File: config.mk
export PLATFORM = sky130hd
export DESIGN_NAME = fast_interrupt_protect_logic
export DESIGN_NICKNAME = d
export VERILOG_FILES = /design/src/include/fip_pkg.sv /design/src/hdl/fast_interrupt_protect_logic.sv
export SDC_FILE = /design/constraint.sdc
export NUM_CORES = 1
export LEC_CHECK = 0
export BUFFER_PORTS_ARGS = -buffer_cell sky130_fd_sc_hd__buf_4
export CAP_MARGIN = 30
export CORE_AREA = 2 2 132 134
export DETAILED_ROUTE_END_ITERATION = 10
export DIE_AREA = 0 0 134 136
export GPL_TIMING_DRIVEN = 0
export PLACE_DENSITY = 0.67
export SYNTH_ARGS = -nofsm -noshare
export SYNTH_HDL_FRONTEND = slang
export SYNTH_SLANG_ARGS = --single-unit
File: constraint.sdc
create_clock -name core_clk -period 5.3 [get_ports core_clk]
set_input_delay 0.53 -clock core_clk [delete_from_list [all_inputs] [get_ports core_clk]]
set_output_delay 0.53 -clock core_clk [all_outputs]
set_load 0.02 [all_outputs]
File: src/include/fip_pkg.sv
// Package for the fast interrupt and protect logic block.
// Assumes a 32-bit APB register bus and a 40 MHz core clock.
package fip_pkg;
    localparam logic [11:0] OFF_SMR0 = 12'h000;
    localparam logic [11:0] OFF_SVR0 = 12'h080;
    localparam logic [11:0] OFF_IVR = 12'h100;
    localparam logic [11:0] OFF_FVR = 12'h104;
    localparam logic [11:0] OFF_ISR = 12'h108;
    localparam logic [11:0] OFF_IMR = 12'h110;
    localparam logic [11:0] OFF_IECR = 12'h120;
    localparam logic [11:0] OFF_IDCR = 12'h124;
    localparam logic [11:0] OFF_EOICR = 12'h130;
    localparam logic [11:0] OFF_SPU = 12'h134;
    localparam logic [11:0] OFF_DCR = 12'h138;
    localparam int PRIO_LSB = 0;
    localparam int PRIO_W = 3;
    localparam int STYPE_LSB = 5;
    localparam int STYPE_W = 2;
    localparam int DBG_PROT_BIT = 0;
    localparam int DBG_GLOBAL_MASK_BIT_BIT = 1;
    localparam int FAST_BIT = 0;
    localparam int ID_W = 5;
    localparam logic [31:0] RESET_WORD = 32'h0000_0000;
    localparam logic [ID_W-1:0] FAST_SRC_ID = 5'h00;

    // Source type encodings for source 0
    localparam logic [1:0] ST_LOW_LEVEL = 2'h0;
    localparam logic [1:0] ST_FALL_EDGE = 2'h1;
    localparam logic [1:0] ST_HIGH_LEVEL = 2'h2;
    localparam logic [1:0] ST_RISE_EDGE = 2'h3;

    typedef struct packed {
        logic [11:0] paddr;
        logic psel;
        logic penable;
        logic pwrite;
        logic [31:0] pwdata;
    } apb_req_t;

    typedef struct packed {
        logic valid;
        logic [ID_W-1:0] id;
        logic [PRIO_W-1:0] prio;
        logic [31:0] vector;
    } normal_irq_t;
endpackage

File: src/hdl/fast_interrupt_protect_logic.sv
// Fast interrupt path, protect mode, spurious vector and general mask.
// Assumes an APB master on core_clk; the normal priority resolver and its
// stack sit outside and talk through the irq_* and stack/ack strobes.
//
// What this block does
// - Only source 0 can raise the fast request line.
// - Fast path has no arbitration; source 0 priority field only stored.
// - Source 0 type field picks rising, falling, high or low detection.
// - Enable command bit 0 enables fast interrupt; disable command disables it.
// - Enable mask bit 0 shows fast interrupt enable state.
// - Fast vector read returns source 0 vector register.
// - Fast vector read clears pending edge fast interrupt, not level one.
// - Fast vector read with nothing pending returns the spurious vector.
// - Protect mode bit set enables protect mode; cleared means normal mode.
// - Normal mode vector read returns, memorizes, pushes and acknowledges.
// - Protect mode vector read only returns and memorizes; write pushes.
// - Protect mode status updates to memorized interrupt only on write.
// - Protect mode reads alone never change context or status.
// - Normal mode vector register write has no effect.
// - Vector read with nothing pending returns the spurious vector.
// - Global mask holds both request lines inactive.
// - Global mask does not suppress idle wake-up.
`timescale 1ns/1ps
`default_nettype none
module fast_interrupt_protect_logic (
    input wire logic core_clk,
    input wire logic resetn,
    input wire logic [11:0] paddr,
    input wire logic psel,
    input wire logic penable,
    input wire logic pwrite,
    input wire logic [31:0] pwdata,
    output logic [31:0] prdata,
    output logic pready,
    output logic pslverr,
    input wire logic fast_source_pin,
    input wire fip_pkg::normal_irq_t normal_irq,
    input wire logic normal_raise,
    output logic fast_request_line_n,
    output logic normal_request_line_n,
    output logic wake_up,
    output logic stack_push,
    output logic irq_ack,
    output logic [fip_pkg::ID_W-1:0] ack_id,
    output logic end_of_service
);
    import fip_pkg::*;

    logic [31:0] source0_mode_reg_r;
    logic [31:0] source0_vector_reg_r;
    logic [31:0] spurious_vector_reg_r;
    logic [1:0] debug_control_reg_r;
    logic fast_enable_r;
    logic fast_pending_r;
    logic [2:0] pin_sync_r;
    logic pin_prev_r;
    logic [ID_W-1:0] current_id_r;
    logic memo_valid_r;
    logic [ID_W-1:0] memo_id_r;
    logic [31:0] prdata_r;
    logic fiq_n_r;
    logic irq_n_r;
    logic stack_push_r;
    logic irq_ack_r;
    logic [ID_W-1:0] ack_id_r;
    logic eos_r;

    logic access;
    logic wr;
    logic rd;
    logic pin_stable;
    logic [1:0] stype;
    logic is_edge;
    logic edge_hit;
    logic level_act;
    logic protect;
    logic gmask;
    logic fvr_read;
    logic ivr_read;
    logic ivr_write;

    function automatic logic hit(input logic [11:0] a, input logic [11:0] off);
        hit = (a == off);
    endfunction

    assign access = psel && penable;
    assign wr = access && pwrite;
    assign rd = access && !pwrite;
    assign pready = 1'b1;
    assign pslverr = 1'b0;
    assign prdata = prdata_r;
    assign protect = debug_control_reg_r[DBG_PROT_BIT];
    assign gmask = debug_control_reg_r[DBG_GLOBAL_MASK_BIT_BIT];
    assign stype = source0_mode_reg_r[STYPE_LSB +: STYPE_W];
    assign is_edge = stype[0];
    assign fvr_read = rd && hit(paddr, OFF_FVR);
    assign ivr_read = rd && hit(paddr, OFF_IVR);
    assign ivr_write = wr && hit(paddr, OFF_IVR);

    // Pin sync, change counted when stages 2 and 3 agree
    always_ff @(posedge core_clk or negedge resetn) begin
        if (!resetn) begin
            pin_sync_r <= 3'h0;
        end else begin
            pin_sync_r <= {pin_sync_r[1:0], fast_source_pin};
        end
    end

    always_ff @(posedge core_clk or negedge resetn) begin
        if (!resetn) begin
            pin_prev_r <= 1'b0;
        end else if (pin_sync_r[1] == pin_sync_r[2]) begin
            pin_prev_r <= pin_sync_r[2];
        end
    end

    assign pin_stable = (pin_sync_r[1] == pin_sync_r[2]) ? pin_sync_r[2] : pin_prev_r;

    // Edge and level detect per source type
    always_comb begin
        edge_hit = 1'b0;
        level_act = 1'b0;
        case (stype)
            ST_RISE_EDGE: edge_hit = pin_stable && !pin_prev_r;
            ST_FALL_EDGE: edge_hit = !pin_stable && pin_prev_r;
            ST_HIGH_LEVEL: level_act = pin_stable;
            ST_LOW_LEVEL: level_act = !pin_stable;
            default: level_act = 1'b0;
        endcase
    end

    // Edge pending flag, set wins over the read clear
    always_ff @(posedge core_clk or negedge resetn) begin
        if (!resetn) begin
            fast_pending_r <= 1'b0;
        end else if (!is_edge) begin
            fast_pending_r <= 1'b0;
        end else if (edge_hit) begin
            fast_pending_r <= 1'b1;
        end else if (fvr_read) begin
            fast_pending_r <= 1'b0;
        end
    end

    // Register writes; priority field stored only
    always_ff @(posedge core_clk or negedge resetn) begin
        if (!resetn) begin
            source0_mode_reg_r <= RESET_WORD;
            source0_vector_reg_r <= RESET_WORD;
            spurious_vector_reg_r <= RESET_WORD;
            debug_control_reg_r <= 2'h0;
            fast_enable_r <= 1'b0;
        end else if (wr) begin
            if (hit(paddr, OFF_SMR0)) begin
                source0_mode_reg_r <= pwdata & 32'h0000_0067;
            end
            if (hit(paddr, OFF_SVR0)) begin
                source0_vector_reg_r <= pwdata;
            end
            if (hit(paddr, OFF_SPU)) begin
                spurious_vector_reg_r <= pwdata;
            end
            if (hit(paddr, OFF_DCR)) begin
                debug_control_reg_r <= pwdata[1:0];
            end
            if (hit(paddr, OFF_IECR) && pwdata[FAST_BIT]) begin
                fast_enable_r <= 1'b1;
            end
            if (hit(paddr, OFF_IDCR) && pwdata[FAST_BIT]) begin
                fast_enable_r <= 1'b0;
            end
        end
    end

    // Memorize active interrupt on every vector read
    always_ff @(posedge core_clk or negedge resetn) begin
        if (!resetn) begin
            memo_valid_r <= 1'b0;
            memo_id_r <= FAST_SRC_ID;
        end else if (ivr_read) begin
            memo_valid_r <= normal_irq.valid;
            memo_id_r <= normal_irq.id;
        end else if (protect && ivr_write) begin
            // One write consumes the memorized interrupt, no double push
            memo_valid_r <= 1'b0;
        end
    end

    // Push, acknowledge and context update
    always_ff @(posedge core_clk or negedge resetn) begin
        if (!resetn) begin
            stack_push_r <= 1'b0;
            irq_ack_r <= 1'b0;
            ack_id_r <= FAST_SRC_ID;
            current_id_r <= FAST_SRC_ID;
            eos_r <= 1'b0;
        end else begin
            stack_push_r <= 1'b0;
            irq_ack_r <= 1'b0;
            eos_r <= wr && hit(paddr, OFF_EOICR);
            if (!protect && ivr_read && normal_irq.valid) begin
                stack_push_r <= 1'b1;
                irq_ack_r <= 1'b1;
                ack_id_r <= normal_irq.id;
                current_id_r <= normal_irq.id;
            end else if (protect && ivr_write && memo_valid_r) begin
                stack_push_r <= 1'b1;
                irq_ack_r <= 1'b1;
                ack_id_r <= memo_id_r;
                current_id_r <= memo_id_r;
            end
        end
    end

    // Read data mux
    always_ff @(posedge core_clk or negedge resetn) begin
        if (!resetn) begin
            prdata_r <= RESET_WORD;
        end else if (psel && !penable && !pwrite) begin
            case (paddr)
                OFF_SMR0: prdata_r <= source0_mode_reg_r;
                OFF_SVR0: prdata_r <= source0_vector_reg_r;
                // Spurious when nothing pending
                OFF_IVR: prdata_r <= normal_irq.valid ? normal_irq.vector
                                                      : spurious_vector_reg_r;
                // Fast vector or spurious
                OFF_FVR: prdata_r <= (fast_enable_r && (fast_pending_r || level_act))
                                     ? source0_vector_reg_r : spurious_vector_reg_r;
                OFF_ISR: prdata_r <= {27'h0, current_id_r};
                OFF_IMR: prdata_r <= {31'h0, fast_enable_r};
                OFF_SPU: prdata_r <= spurious_vector_reg_r;
                OFF_DCR: prdata_r <= {30'h0, debug_control_reg_r};
                default: prdata_r <= RESET_WORD;
            endcase
        end
    end

    // Registered active-low request lines, gated by global mask
    always_ff @(posedge core_clk or negedge resetn) begin
        if (!resetn) begin
            fiq_n_r <= 1'b1;
            irq_n_r <= 1'b1;
        end else begin
            fiq_n_r <= !(fast_enable_r && !gmask && (fast_pending_r || level_act));
            irq_n_r <= !(normal_raise && !gmask);
        end
    end

    assign fast_request_line_n = fiq_n_r;
    assign normal_request_line_n = irq_n_r;
    // Wake ignores the global mask
    assign wake_up = (fast_enable_r && (fast_pending_r || level_act)) || normal_raise;
    assign stack_push = stack_push_r;
    assign irq_ack = irq_ack_r;
    assign ack_id = ack_id_r;
    assign end_of_service = eos_r;

    fast_mask_a: assert property (@(posedge core_clk) disable iff (!resetn)
        $past(gmask) |-> (fast_request_line_n && normal_request_line_n))
        else $error("request asserted under global mask");
    fast_disabled_a: assert property (@(posedge core_clk) disable iff (!resetn)
        !$past(fast_enable_r) |-> fast_request_line_n)
        else $error("fast request while disabled");
    protect_read_a: assert property (@(posedge core_clk) disable iff (!resetn)
        (protect && !ivr_write) |=> !stack_push && $stable(current_id_r))
        else $error("context changed by protect read");
    normal_write_a: assert property (@(posedge core_clk) disable iff (!resetn)
        (!protect && ivr_write && !ivr_read) |=> !irq_ack)
        else $error("write acted in normal mode");
    normal_read_a: assert property (@(posedge core_clk) disable iff (!resetn)
        (!protect && ivr_read && normal_irq.valid) |=> stack_push && irq_ack)
        else $error("normal read did not push");
    protect_write_a: assert property (@(posedge core_clk) disable iff (!resetn)
        (protect && ivr_write && memo_valid_r) |=> irq_ack && current_id_r == $past(memo_id_r))
        else $error("protect write did not update");
    edge_clear_a: assert property (@(posedge core_clk) disable iff (!resetn)
        (fvr_read && !edge_hit) |=> !fast_pending_r)
        else $error("edge pending not cleared");
    imr_read_a: assert property (@(posedge core_clk) disable iff (!resetn)
        (psel && !penable && !pwrite && paddr == OFF_IMR) |=> prdata[0] == $past(fast_enable_r))
        else $error("mask bit mismatch");
endmodule
`default_nettype wire

=== Word-level counts from Yosys, hierarchy flattened ===
Cells that the tools add are included.

* Output and inout port bits: 45
* Memory bits (read-only): 0
* Bits of input ports: 92
* Memories: 0
* Logic and storage cells: 89
* Bits in latches: 0
* Bits in registers: 124
* Bits in writable memories: 0

* Bitwise operators: 0
* Add/subtract/negate cells: 0
* Magnitude comparators: 0
* Multiplexer cells: 17
* Reductions and logical operators: 41
* Shifts and indexed selects: 0
* Divide/modulo/power cells: 0
* Equality and inequality tests: 15
* $mul: 0

{| class="wikitable"
|+ Operator list
! operator !! count
|-
| $pmux 32 s8 || 1
|-
| $eq 12x9->1 const B || 9
|-
| $mux 32 || 2
|-
| $logic_and 1x1->1 || 21
|-
| $eq 12x8->1 const B || 1
|-
| $logic_not 12->1 || 1
|-
| $mux 1 || 10
|-
| $mux 5 || 2
|-
| $reduce_and 2->1 || 5
|-
| $logic_not 1->1 || 8
|-
| $reduce_bool 2->1 || 3
|-
| $eq 2x2->1 const B || 2
|-
| $pmux 1 s2 || 2
|-
| $ne 3x1->1 const B || 1
|-
| $eq 2x1->1 const B || 1
|-
| $logic_not 2->1 || 1
|-
| $logic_or 1x1->1 || 2
|-
| $eq 1x1->1 || 1
|}

=== Longest topological paths before layout ===
Gate-level depths: netlist (run 1).

* Word-level depth: 8
* Gate-level depth with buffers: 9
* Depth with buffers taken out: 5

=== Least setup slack after synthesis (run 1) ===
No wires, ideal clock.

* Path type: register to output
* Start point: register pin_sync_r[1]
* End point: output wake_up
* Path buffers: 0
* Data required time: 4.770 ns
* Slack: 3.138 ns
* Stages on the path, launching flop included: 4
* Data arrival time: 1.632 ns
* Cells stage by stage: dfrtp_1 > maj3_1 > and3_1 > or4_1

* Longest elaborated chain between the ends: 7

{| class="wikitable"
|+ Ends and longest elaborated chain
! what !! line !! text
|-
| start: declaration || fast_interrupt_protect_logic.sv:55 || <nowiki>logic [2:0] pin_sync_r;</nowiki>
|-
| start signal: assignment || fast_interrupt_protect_logic.sv:105 || <nowiki>pin_sync_r <= {pin_sync_r[1:0], fast_source_pin};</nowiki>
|-
| $eq 1x1->1 * || fast_interrupt_protect_logic.sv:117 || <nowiki>assign pin_stable = (pin_sync_r[1] == pin_sync_r[2]) ? pin_sync_r[2] : pin_prev_r;</nowiki>
|-
| $mux 1 * || fast_interrupt_protect_logic.sv:117 ||
|-
| named net pin_stable || fast_interrupt_protect_logic.sv:71 || <nowiki>logic pin_stable;</nowiki>
|-
| $logic_not 1->1 || fast_interrupt_protect_logic.sv:127 || <nowiki>ST_LOW_LEVEL: level_act = !pin_stable;</nowiki>
|-
| $pmux 1 s2 * || fast_interrupt_protect_logic.sv:123 || <nowiki>case (stype)</nowiki>
|-
| $logic_or 1x1->1 * || fast_interrupt_protect_logic.sv:252 || <nowiki>assign wake_up = (fast_enable_r && (fast_pending_r || level_act)) || normal_raise;</nowiki>
|-
| $logic_and 1x1->1 * || fast_interrupt_protect_logic.sv:252 ||
|-
| $logic_or 1x1->1 * || fast_interrupt_protect_logic.sv:252 ||
|-
| end: declaration || fast_interrupt_protect_logic.sv:41 || <nowiki>output logic wake_up,</nowiki>
|}

Mark *: on every way through the listed nets, which the timed path passes. The rest lies on a longest branch.

=== Worst setup path in the final report (run 1) ===
Ends and elaborated chain as after synthesis.

==> impl_metrics.json, run 1 <==
{
  "comb_power_share_pct": 8.0,
  "p_sw_uw": 508,
  "rsz0062_at_grt": "no",
  "final_util_pct": 50.4,
  "synth_warnings": 0,
  "antenna_found_initial": 0,
  "avgSynthCellArea_um2": 10.5,
  "hpwlAfterDp_mm": 13.8,
  "cts-root-buf": "clkbuf_16",
  "die_h_um": 136,
  "multi_input_area_mm2": 0.00313,
  "place_congestion": 0.837,
  "post_cts_resized": 0,
  "area.sequential_mm2": 0.00311,
  "period_minus_slack_ps": 2810,
  "start_kind": "flop",
  "p_per_area_mw_per_mm2": 263,
  "clk_pin_slew_ps": 50,
  "final_common_cell": "buf_4",
  "placedCellCount": 991,
  "cts_sinks": 124,
  "grt_max_degree": 82,
  "clock_path_buffers": 2,
  "initial_core_util_pct": 39.4,
  "hold_violations": 0,
  "required_ps": 4770,
  "power.internal_mw": 1.73,
  "drcViolationCount": 0,
  "hold_class": "input port to asynchronous set/reset pin",
  "endpoint_kind": "output port",
  "syn_area_mm2": 0.00666,
  "vias": 5718,
  "ir_worst_vdd_mv": 0.231,
  "synth_seq_cells": 124,
  "power_leakage_nw": 3.93,
  "wl_mm": 19.2,
  "crit_fanout": 7,
  "dr.first_iter.drc_count": 406,
  "antenna_left": 0,
  "fin_cells": 1021,
  "synthCells": 636,
  "cts_setup_buffers": 0,
  "rows": 48,
  "finClkSkew_ps": 6.98,
  "cp.arrival_ps": 2280,
  "layout_common_cells": "buf_4 (134), dfrtp_1 (122), nand2_1 (89), o21ai_0 (39), inv_1 (38)",
  "synth.distinct_cells": 69,
  "port_buffers": 129,
  "cts_buffers": 17,
  "ios": 137,
  "max_clock_freq_ghz": 0.355,
  "worst-setup-path-type": "flop to output port",
  "viasPerCell": 5.60,
  "core_mm2": 0.0169,
  "setup_viol": 0,
  "syn_to_final_growth_pct": 27.7,
  "grt_use_total_pct": 21.7,
  "drive_above_1_share_pct": 32.0,
  "ctsHoldBuffers": 0,
  "drv_cap": 0,
  "die_area_mm2": 0.0182,
  "grt-ovfl-total": 0,
  "finalCritPeriodShare_pct": 53.1,
  "n_fill_cell": 1576,
  "p_clk_share_pct": 49.2,
  "htreeDepth": 4,
  "synthArstFlopShare_pct": 100,
  "drtPass1Iterations": 6,
  "worstSkewPairLatency_ps": 420,
  "seq_area_frac_synth_pct": 46.7,
  "synth_edf_count": 0,
  "power.share.sequential_pct": 42.8,
  "die_w_um": 134,
  "tightest_slew_ps": 835,
  "grt_pass1_wl_mm": 30.7,
  "setup_tns_ps": 0,
  "slowest_delay_ps": 570,
  "slew_headroom_pct": 44.3,
  "r2r_slack_ps": 2850,
  "yosys_most_used_dff": "dfrtp_1",
  "maxSlewViolCount": 0,
  "synth_fp_nets": 728,
  "path_cells": "maj3_1, and3_1, or4_1, buf_4",
  "timing.hold.ws_ps": 25.9,
  "worst_path_max_delay_cell": "or4_1",
  "sw_frac_of_total_pct": 22.7,
  "num-nets-final": 877,
  "first_global_vias": 5874,
  "diodes": 0,
  "status": "finished, final reports clean",
  "cts_tree": "yes",
  "wl_per_cell_um": 18.8
}
## cells by family after synthesis
| kind of cell | Yosys count | synth area share, % |
|---|---|---|
| and+or+nand+nor | 160 | 13.6 |
| AOI/OAI and AO/OA | 181 | 18.9 |
| muxes | 76 | 14.0 |
| adders and majority gates | 1 | 0.150 |
| other | 2 | 0.113 |
| buffers and inverters | 90 | 6.28 |
| xor gates and xnor gates | 2 | 0.263 |
| DFF | 124 | 46.7 |
## synthesized netlist by cell type, drive strengths merged, types with 2 or more instances
cell       n  area, um^2
nand4b     3        26.3
inv       38         143
a32oi      4        35.0
nand2     89         334
nand3b     3        22.5
nand4      7        50.1
a211oi     5        42.5
and2       2        12.5
o21ai     67         335
a2111oi   27         236
a211o      2        17.5
a31o       2        17.5
and3       4        25.0
o32ai      3        26.3
dfstp      2        52.6
a22oi      6        45.0
mux2i     30         300
dfrtp    122        3050
mux2      46         631
conb       2        7.51
a311oi    27         236
nor3b      2        26.3
a21oi      3        15.0
nor4       6        71.3
nor2b      5        31.3
a222oi     2        20.0
nor4b      4        80.1
nor3       6        46.3
nor2       9        36.3
or4        2        15.0
buf       28         185
clkbuf    24        90.1
nand2b     3        18.8
nand3      7        45.0
o22ai     25         156
or2        2        12.5
## flip-flops by register name, summed over array words and instances (netlist names), 2 cells and up
signal / cells
ack_id: 5
source0_vector_reg_r: 32
spurious_vector_reg_r: 32
pin_sync_r: 3
memo_id_r: 5
source0_mode_reg_r: 5
debug_control_reg_r: 2
prdata: 32
## routing by layer
metal  global-route usage, %  up-vias  part of all wire [%]
met1                    28.4     2855                    44
met4                    7.68        0                   1.6
li1                        -     2668                     -
met2                    35.6      171                    48
met5                       0        -                     0
met3                    4.81       24                   6.1
## worst max-delay path: cells and delay by family (launching register included)
kind	cells	cell delay [ps]
adder cells (fa/ha/maj)	1	450
buffers and inverters	1	190
flip-flops	1	440
AND/OR/NAND/NOR	2	790
## final timing paths
check                                       from                        end  cells after the start
min in group core_clk            fast_source_pin              pin_sync_r[0]                      1
max reg2reg                source0_mode_reg_r[6]                 prdata[18]                      8
min reg2reg                        pin_sync_r[0]              pin_sync_r[1]                      0
min                                       resetn  spurious_vector_reg_r[27]                      1
max                                pin_sync_r[1]                    wake_up                      4
max in group asynchronous                 resetn               memo_id_r[4]                      2
## per-stage QoR
step	power, mW	worst slack [ps]	area, um^2
finish	2.23	2490	8500
global route	2.31	2450	8500
CTS	2.25	2500	8500
detailed placement	1.15	2640	7940
global placement	1.15	2660	7910
floorplan	1.04	3140	6660
## cell type report
type	count	share of cell area [%]
Clock inverter	7	0.751
Inverter	38	1.68
Buffer	52	3.24
Multi-Input combinational cell	422	36.9
Sequential cell	124	36.5
Timing Repair Buffer	130	11.8
Tap cell	225	3.31
Clock buffer	23	5.86
## power groups by stage
| stage | clock network, mW | registers [mW] | logic (mW) |
|---|---|---|---|
| final | 1.10 | 0.956 | 0.178 |
| after global routing | 1.16 | 0.956 | 0.193 |
| after CTS | 1.12 | 0.956 | 0.180 |
| after detailed placement | 0 | 0.972 | 0.179 |
| after global placement | 0 | 0.972 | 0.175 |
| after floorplan | 0 | 0.973 | 0.0645 |
Note: power is estimated with default switching activity, not from simulation.
==> inputs of run 2 (changes only) <==
==> constraint.sdc (replaced) <==
create_clock -name core_clk -period 2.7 [get_ports core_clk]
set_input_delay 0.27 -clock core_clk [delete_from_list [all_inputs] [get_ports core_clk]]
set_output_delay 0.27 -clock core_clk [all_outputs]
set_load 0.02 [all_outputs]
==> run 2 against run 1 <==
  * Core utilization rose by 0.18 points
  * Setup slack worse by 2300 ps
  * First-iteration DRC count is 0.74% lower
  * Register-to-register slack got worse by 2600 ps
  * Clock skew barely moved
  * Via count grew 0.26%
  * Critical path depth unchanged
==> impl_metrics.json, run 2 (synthesis results as in run 1) <==
{
  "status": "finished, final reports clean",
  "required_ps": 2430,
  "tightest_slew_ps": 824,
  "viasPerCell": 5.60,
  "first_global_vias": 5884,
  "power.share.sequential_pct": 42.8,
  "wl_per_cell_um": 18.8,
  "p_per_area_mw_per_mm2": 515,
  "period_minus_slack_ps": 2550,
  "hold_start": "normal_irq[39]",
  "cts_buffers": 17,
  "antenna_found_initial": 0,
  "grt_use_total_pct": 21.7,
  "setup_viol": 0,
  "cts_tree": "yes",
  "die_area_mm2": 0.0182,
  "ctsHoldBuffers": 3,
  "port_buffers": 129,
  "drive_above_1_share_pct": 31.9,
  "cp.arrival_ps": 2280,
  "die_w_um": 134,
  "wl_mm": 19.2,
  "hpwlAfterDp_mm": 13.8,
  "grt_max_degree": 82,
  "power_leakage_nw": 3.95,
  "antenna_left": 0,
  "p_clk_share_pct": 49.2,
  "core_mm2": 0.0169,
  "sw_frac_of_total_pct": 22.7,
  "ir_worst_vdd_mv": 0.448,
  "dr.first_iter.drc_count": 403,
  "n_fill_cell": 1576,
  "initial_core_util_pct": 39.4,
  "regToRegStartpoint": "source0_mode_reg_r[6]",
  "grt-ovfl-total": 0,
  "die_h_um": 136,
  "final_common_cell": "buf_4",
  "place_congestion": 0.837,
  "layout_common_cells": "buf_4 (134), dfrtp_1 (122), nand2_1 (89), o21ai_0 (39), inv_1 (38)",
  "final_util_pct": 50.5,
  "maxSlewViolCount": 0,
  "drv_cap": 0,
  "power.internal_mw": 3.39,
  "ios": 137,
  "slew_headroom_pct": 45.1,
  "post_cts_resized": 0,
  "worstSkewPairLatency_ps": 420,
  "hold_class": "input port to flop",
  "htreeDepth": 4,
  "rows": 48,
  "comb_power_share_pct": 8.1,
  "p_sw_uw": 998,
  "syn_to_final_growth_pct": 28.1,
  "clock_path_buffers": 2,
  "endpoint_kind": "output port",
  "start_kind": "flop",
  "grt_pass1_wl_mm": 30.7,
  "cts_setup_buffers": 0,
  "rsz0062_at_grt": "no",
  "drcViolationCount": 0,
  "cts_sinks": 124,
  "diodes": 0,
  "setup_ws_ps": 150,
  "max_clock_freq_ghz": 0.392,
  "num-nets-final": 880,
  "clk_pin_slew_ps": 50,
  "startpoint": "pin_sync_r[1]",
  "finClkSkew_ps": 7.03,
  "vias": 5733,
  "pre_cts_ws_ps": 295,
  "drtPass1Iterations": 5,
  "cts-root-buf": "clkbuf_16",
  "finalCritPeriodShare_pct": 94.4,
  "worst-setup-path-type": "flop to output port",
  "crit_fanout": 7,
  "hold_violations": 0,
  "setup_tns_ps": 0
}
run 2: cell types whose count changed in the layout (fill, tap and decap cells not counted), sizes merged:
cell	previous run	this run
dlygate4sd3	0	3
run 2: area by class of cell:
class | count | area, um^2 | area share [%]
Clock buffer | 23 | 498 | 5.84
Multi-Input combinational cell | 422 | 3130 | 36.7
Tap cell | 225 | 282 | 3.30
Clock inverter | 7 | 63.8 | 0.748
Inverter | 38 | 143 | 1.67
Timing Repair Buffer | 133 | 1030 | 12.1
Buffer | 52 | 275 | 3.23
Sequential cell | 124 | 3110 | 36.4
run 2: power groups by stage:
stage | clock [mW] | combinational (mW) | sequential, mW
floorplan | 0 | 0.127 | 1.91
global placement | 0 | 0.344 | 1.91
detailed placement | 0 | 0.352 | 1.91
CTS | 2.19 | 0.356 | 1.88
global route | 2.28 | 0.382 | 1.88
finish | 2.16 | 0.353 | 1.88
run 2: worst paths after layout:
check	cells past startpoint	slack [ps]	endpoint
hold / removal	3	60	memo_id_r[4]
setup reg to reg	8	230	prdata[18]
hold reg to reg	0	400	pin_sync_r[1]
setup / recovery	4	150	wake_up
max in group asynchronous	3	1600	ack_id[3]
min in group asynchronous	2	340	spurious_vector_reg_r[27]
run 2: critical path, stage by stage, from the launching register on:
cell and delay [ps]:
dfrtp_1 440, maj3_1 450, and3_1 220, or4_1 570
buf_4 190
run 2: routing by layer:
metal / vias to the layer above / track usage, % / wire (um)
li1: 2675 / - / -
met1: 2853 / 28.4 / 8570
met2: 183 / 35.6 / 9150
met3: 22 / 4.81 / 1200
met4: 0 / 7.68 / 310
met5: - / 0 / 0
run 2: stage by stage:
| stage | hold slack (ps) | area, um^2 | std cells | power (mW) |
|---|---|---|---|---|
| floorplan | -25.6 | 6660 | 636 | 2.04 |
| global placement | 381 | 7910 | 990 | 2.25 |
| detailed placement | 219 | 7940 | 991 | 2.26 |
| CTS | 52.4 | 8530 | 1024 | 4.42 |
| global route | 65.9 | 8530 | 1024 | 4.54 |
| finish | 60.9 | 8530 | 1024 | 4.39 |
==> inputs of run 3 (changes only) <==
--- a/config.mk
+++ b/config.mk
@@ -8,10 +8,12 @@
 export BUFFER_PORTS_ARGS = -buffer_cell sky130_fd_sc_hd__buf_4
 export CAP_MARGIN = 30
 export CORE_AREA = 2 2 132 134
+export CTS_BUF_LIST = sky130_fd_sc_hd__clkbuf_8
 export DETAILED_ROUTE_END_ITERATION = 10
 export DIE_AREA = 0 0 134 136
 export GPL_TIMING_DRIVEN = 0
 export PLACE_DENSITY = 0.67
+export REMOVE_ABC_BUFFERS = 1
 export SYNTH_ARGS = -nofsm -noshare
 export SYNTH_HDL_FRONTEND = slang
 export SYNTH_SLANG_ARGS = --single-unit
==> run 3 against run 2 <==
  * First-iteration DRC count is 16% higher
  * Routed wire length hardly changed
  * Hold slack worse by 26 ps
  * Register-to-register slack hardly changed
  * Power is 14% lower
  * Critical endpoint unchanged
  * Largest power group is now registers
  * Global-route usage is 0.11 points lower
  * Critical path depth stayed put
  * Non-clock buffer count is 40 lower
  * Via count is 1.7% lower
==> impl_metrics.json, run 3 (synthesis results as in run 1) <==
{
  "final_common_cell": "buf_4",
  "endpoint_kind": "output port",
  "crit_fanout": 7,
  "p_per_area_mw_per_mm2": 456,
  "num-nets-final": 840,
  "die_w_um": 134,
  "rows": 48,
  "core_mm2": 0.0169,
  "port_buffers": 131,
  "required_ps": 2430,
  "hold_class": "input port to flop",
  "vias": 5633,
  "cts_buffers": 17,
  "cts-root-buf": "clkbuf_8",
  "antenna_found_initial": 0,
  "min_path_cells": 3,
  "antenna_left": 0,
  "ios": 137,
  "die_area_mm2": 0.0182,
  "worstRegToRegCells": 6,
  "clock_path_buffers": 2,
  "setup_viol": 0,
  "drive_above_1_share_pct": 32.5,
  "grt_use_total_pct": 21.6,
  "period_minus_slack_ps": 2500,
  "busiest_layer": "met2",
  "start_kind": "flop",
  "placed_cell_area_mm2": 0.00788,
  "path_cells": "maj3_1, and3_1, or4_1, buf_4",
  "place_congestion": 0.878,
  "finalCritPeriodShare_pct": 92.5,
  "worst-setup-path-type": "flop to output port",
  "max_clock_freq_ghz": 0.400,
  "grt_max_degree": 64,
  "cts_sinks": 124,
  "drcViolationCount": 0,
  "grt_util_met2_pct": 32.1,
  "die_h_um": 136,
  "layout_common_cells": "buf_4 (131), dfrtp_1 (122), nand2_1 (88), inv_1 (39), o21ai_0 (39)",
  "htreeDepth": 4,
  "hold_violations": 0,
  "drtPass1Iterations": 5,
  "drv_cap": 0,
  "final_util_pct": 49.1,
  "slowest_delay_ps": 500,
  "timing.hold.ws_ps": 34.6,
  "ir_worst_vdd_mv": 0.258,
  "clk_pin_slew_ps": 80,
  "maxSlewViolCount": 0,
  "power_leakage_nw": 3.79,
  "grt_use_met3_pct": 5.67,
  "first_global_vias": 5449,
  "cp.arrival_ps": 2230,
  "viasPerCell": 5.71,
  "finClkSkew_ps": 13.0,
  "cts_tree": "yes",
  "rsz0062_at_grt": "no",
  "initial_core_util_pct": 39.4,
  "status": "finished, final reports clean",
  "setup_tns_ps": 0,
  "diodes": 0,
  "wl_mm": 19.2,
  "worstSkewPairLatency_ps": 450,
  "worst_path_max_delay_cell": "or4_1",
  "hpwlAfterDp_mm": 12.5,
  "n_fill_cell": 1574,
  "syn_to_final_growth_pct": 24.5,
  "dr.first_iter.drc_count": 466,
  "tightest_slew_ps": 965,
  "wl_per_cell_um": 19.5,
  "power_mw": 3.78,
  "design_area_mm2": 0.00829,
  "grt_pass1_wl_mm": 30.4,
  "grt-ovfl-total": 0,
  "met1_usage_pct": 31.0,
  "slew_headroom_pct": 35.5
}
==> run 3: cell types whose count changed in the layout (fill, tap and decap cells not counted), moves of 4 or more <==
| cell | change |
|---|---|
| buf_2 | -16 |
| buf_6 | -4 |
| clkbuf_1 | -25 |
| clkbuf_16 | -17 |
| clkbuf_8 | +13 |
| clkinvlp_4 | +6 |
==> run 3: cell type report <==
cell class                 instances  area, um^2  area share, %
clock inverter                    14         124           1.49
multi-input combinational        422        3160           38.1
timing repair buffer             145        1230           14.9
inverter                          38         143           1.72
tap                              225         282           3.40
clock buffer                      18         248           2.99
sequential                       124        3110           37.5
==> run 3: power breakdown <==
part	switching (mW)	leakage [nW]	internal, mW
clock	0.801	0.174	0.749
sequential	0.00686	1.54	1.87
combinational	0.204	2.07	0.154
total	1.01	3.79	2.77
==> run 3: worst max-delay path: cells and delay by family, from the launching register on <==
family / cells / cell delay (ps)
fa+ha+maj: 1 / 450
buf+inv: 1 / 170
simple gates: 2 / 720
flops: 1 / 460
==> run 3: what timing repair did <==
item,4_1_cts,5_1_grt
buffers inserted,0,1
hold endpoints to repair,63,0
hold buffers,3,0
endpoints found under the setup margin,0,20
resized for setup,0,3
==> run 3: final timing paths <==
path,endpoint,slack (ps),from
max in group asynchronous,spurious_vector_reg_r[26],1600,resetn
min in group asynchronous,source0_vector_reg_r[5],360,resetn
hold / removal,memo_id_r[3],30,normal_irq[38]
setup reg to reg,prdata[8],240,source0_mode_reg_r[6]
hold reg to reg,pin_sync_r[1],360,pin_sync_r[0]
setup / recovery,wake_up,200,pin_sync_r[1]
==> run 3: layer usage <==
layer  vias to the layer above  share of wire [%]
met3                        20                7.1
met2                       209                 45
met4                         0                1.5
li1                       2589                  -
met1                      2815                 46
met5                         -                  0
==> run 3: through the flow <==
| step | instances | worst slack [ps] |
|---|---|---|
| final | 986 | 202 |
| after global routing | 986 | 73.5 |
| after CTS | 985 | 8.33 |
| after detailed placement | 950 | -449 |
| after global placement | 940 | -2560 |
| after floorplan | 584 | -516 |
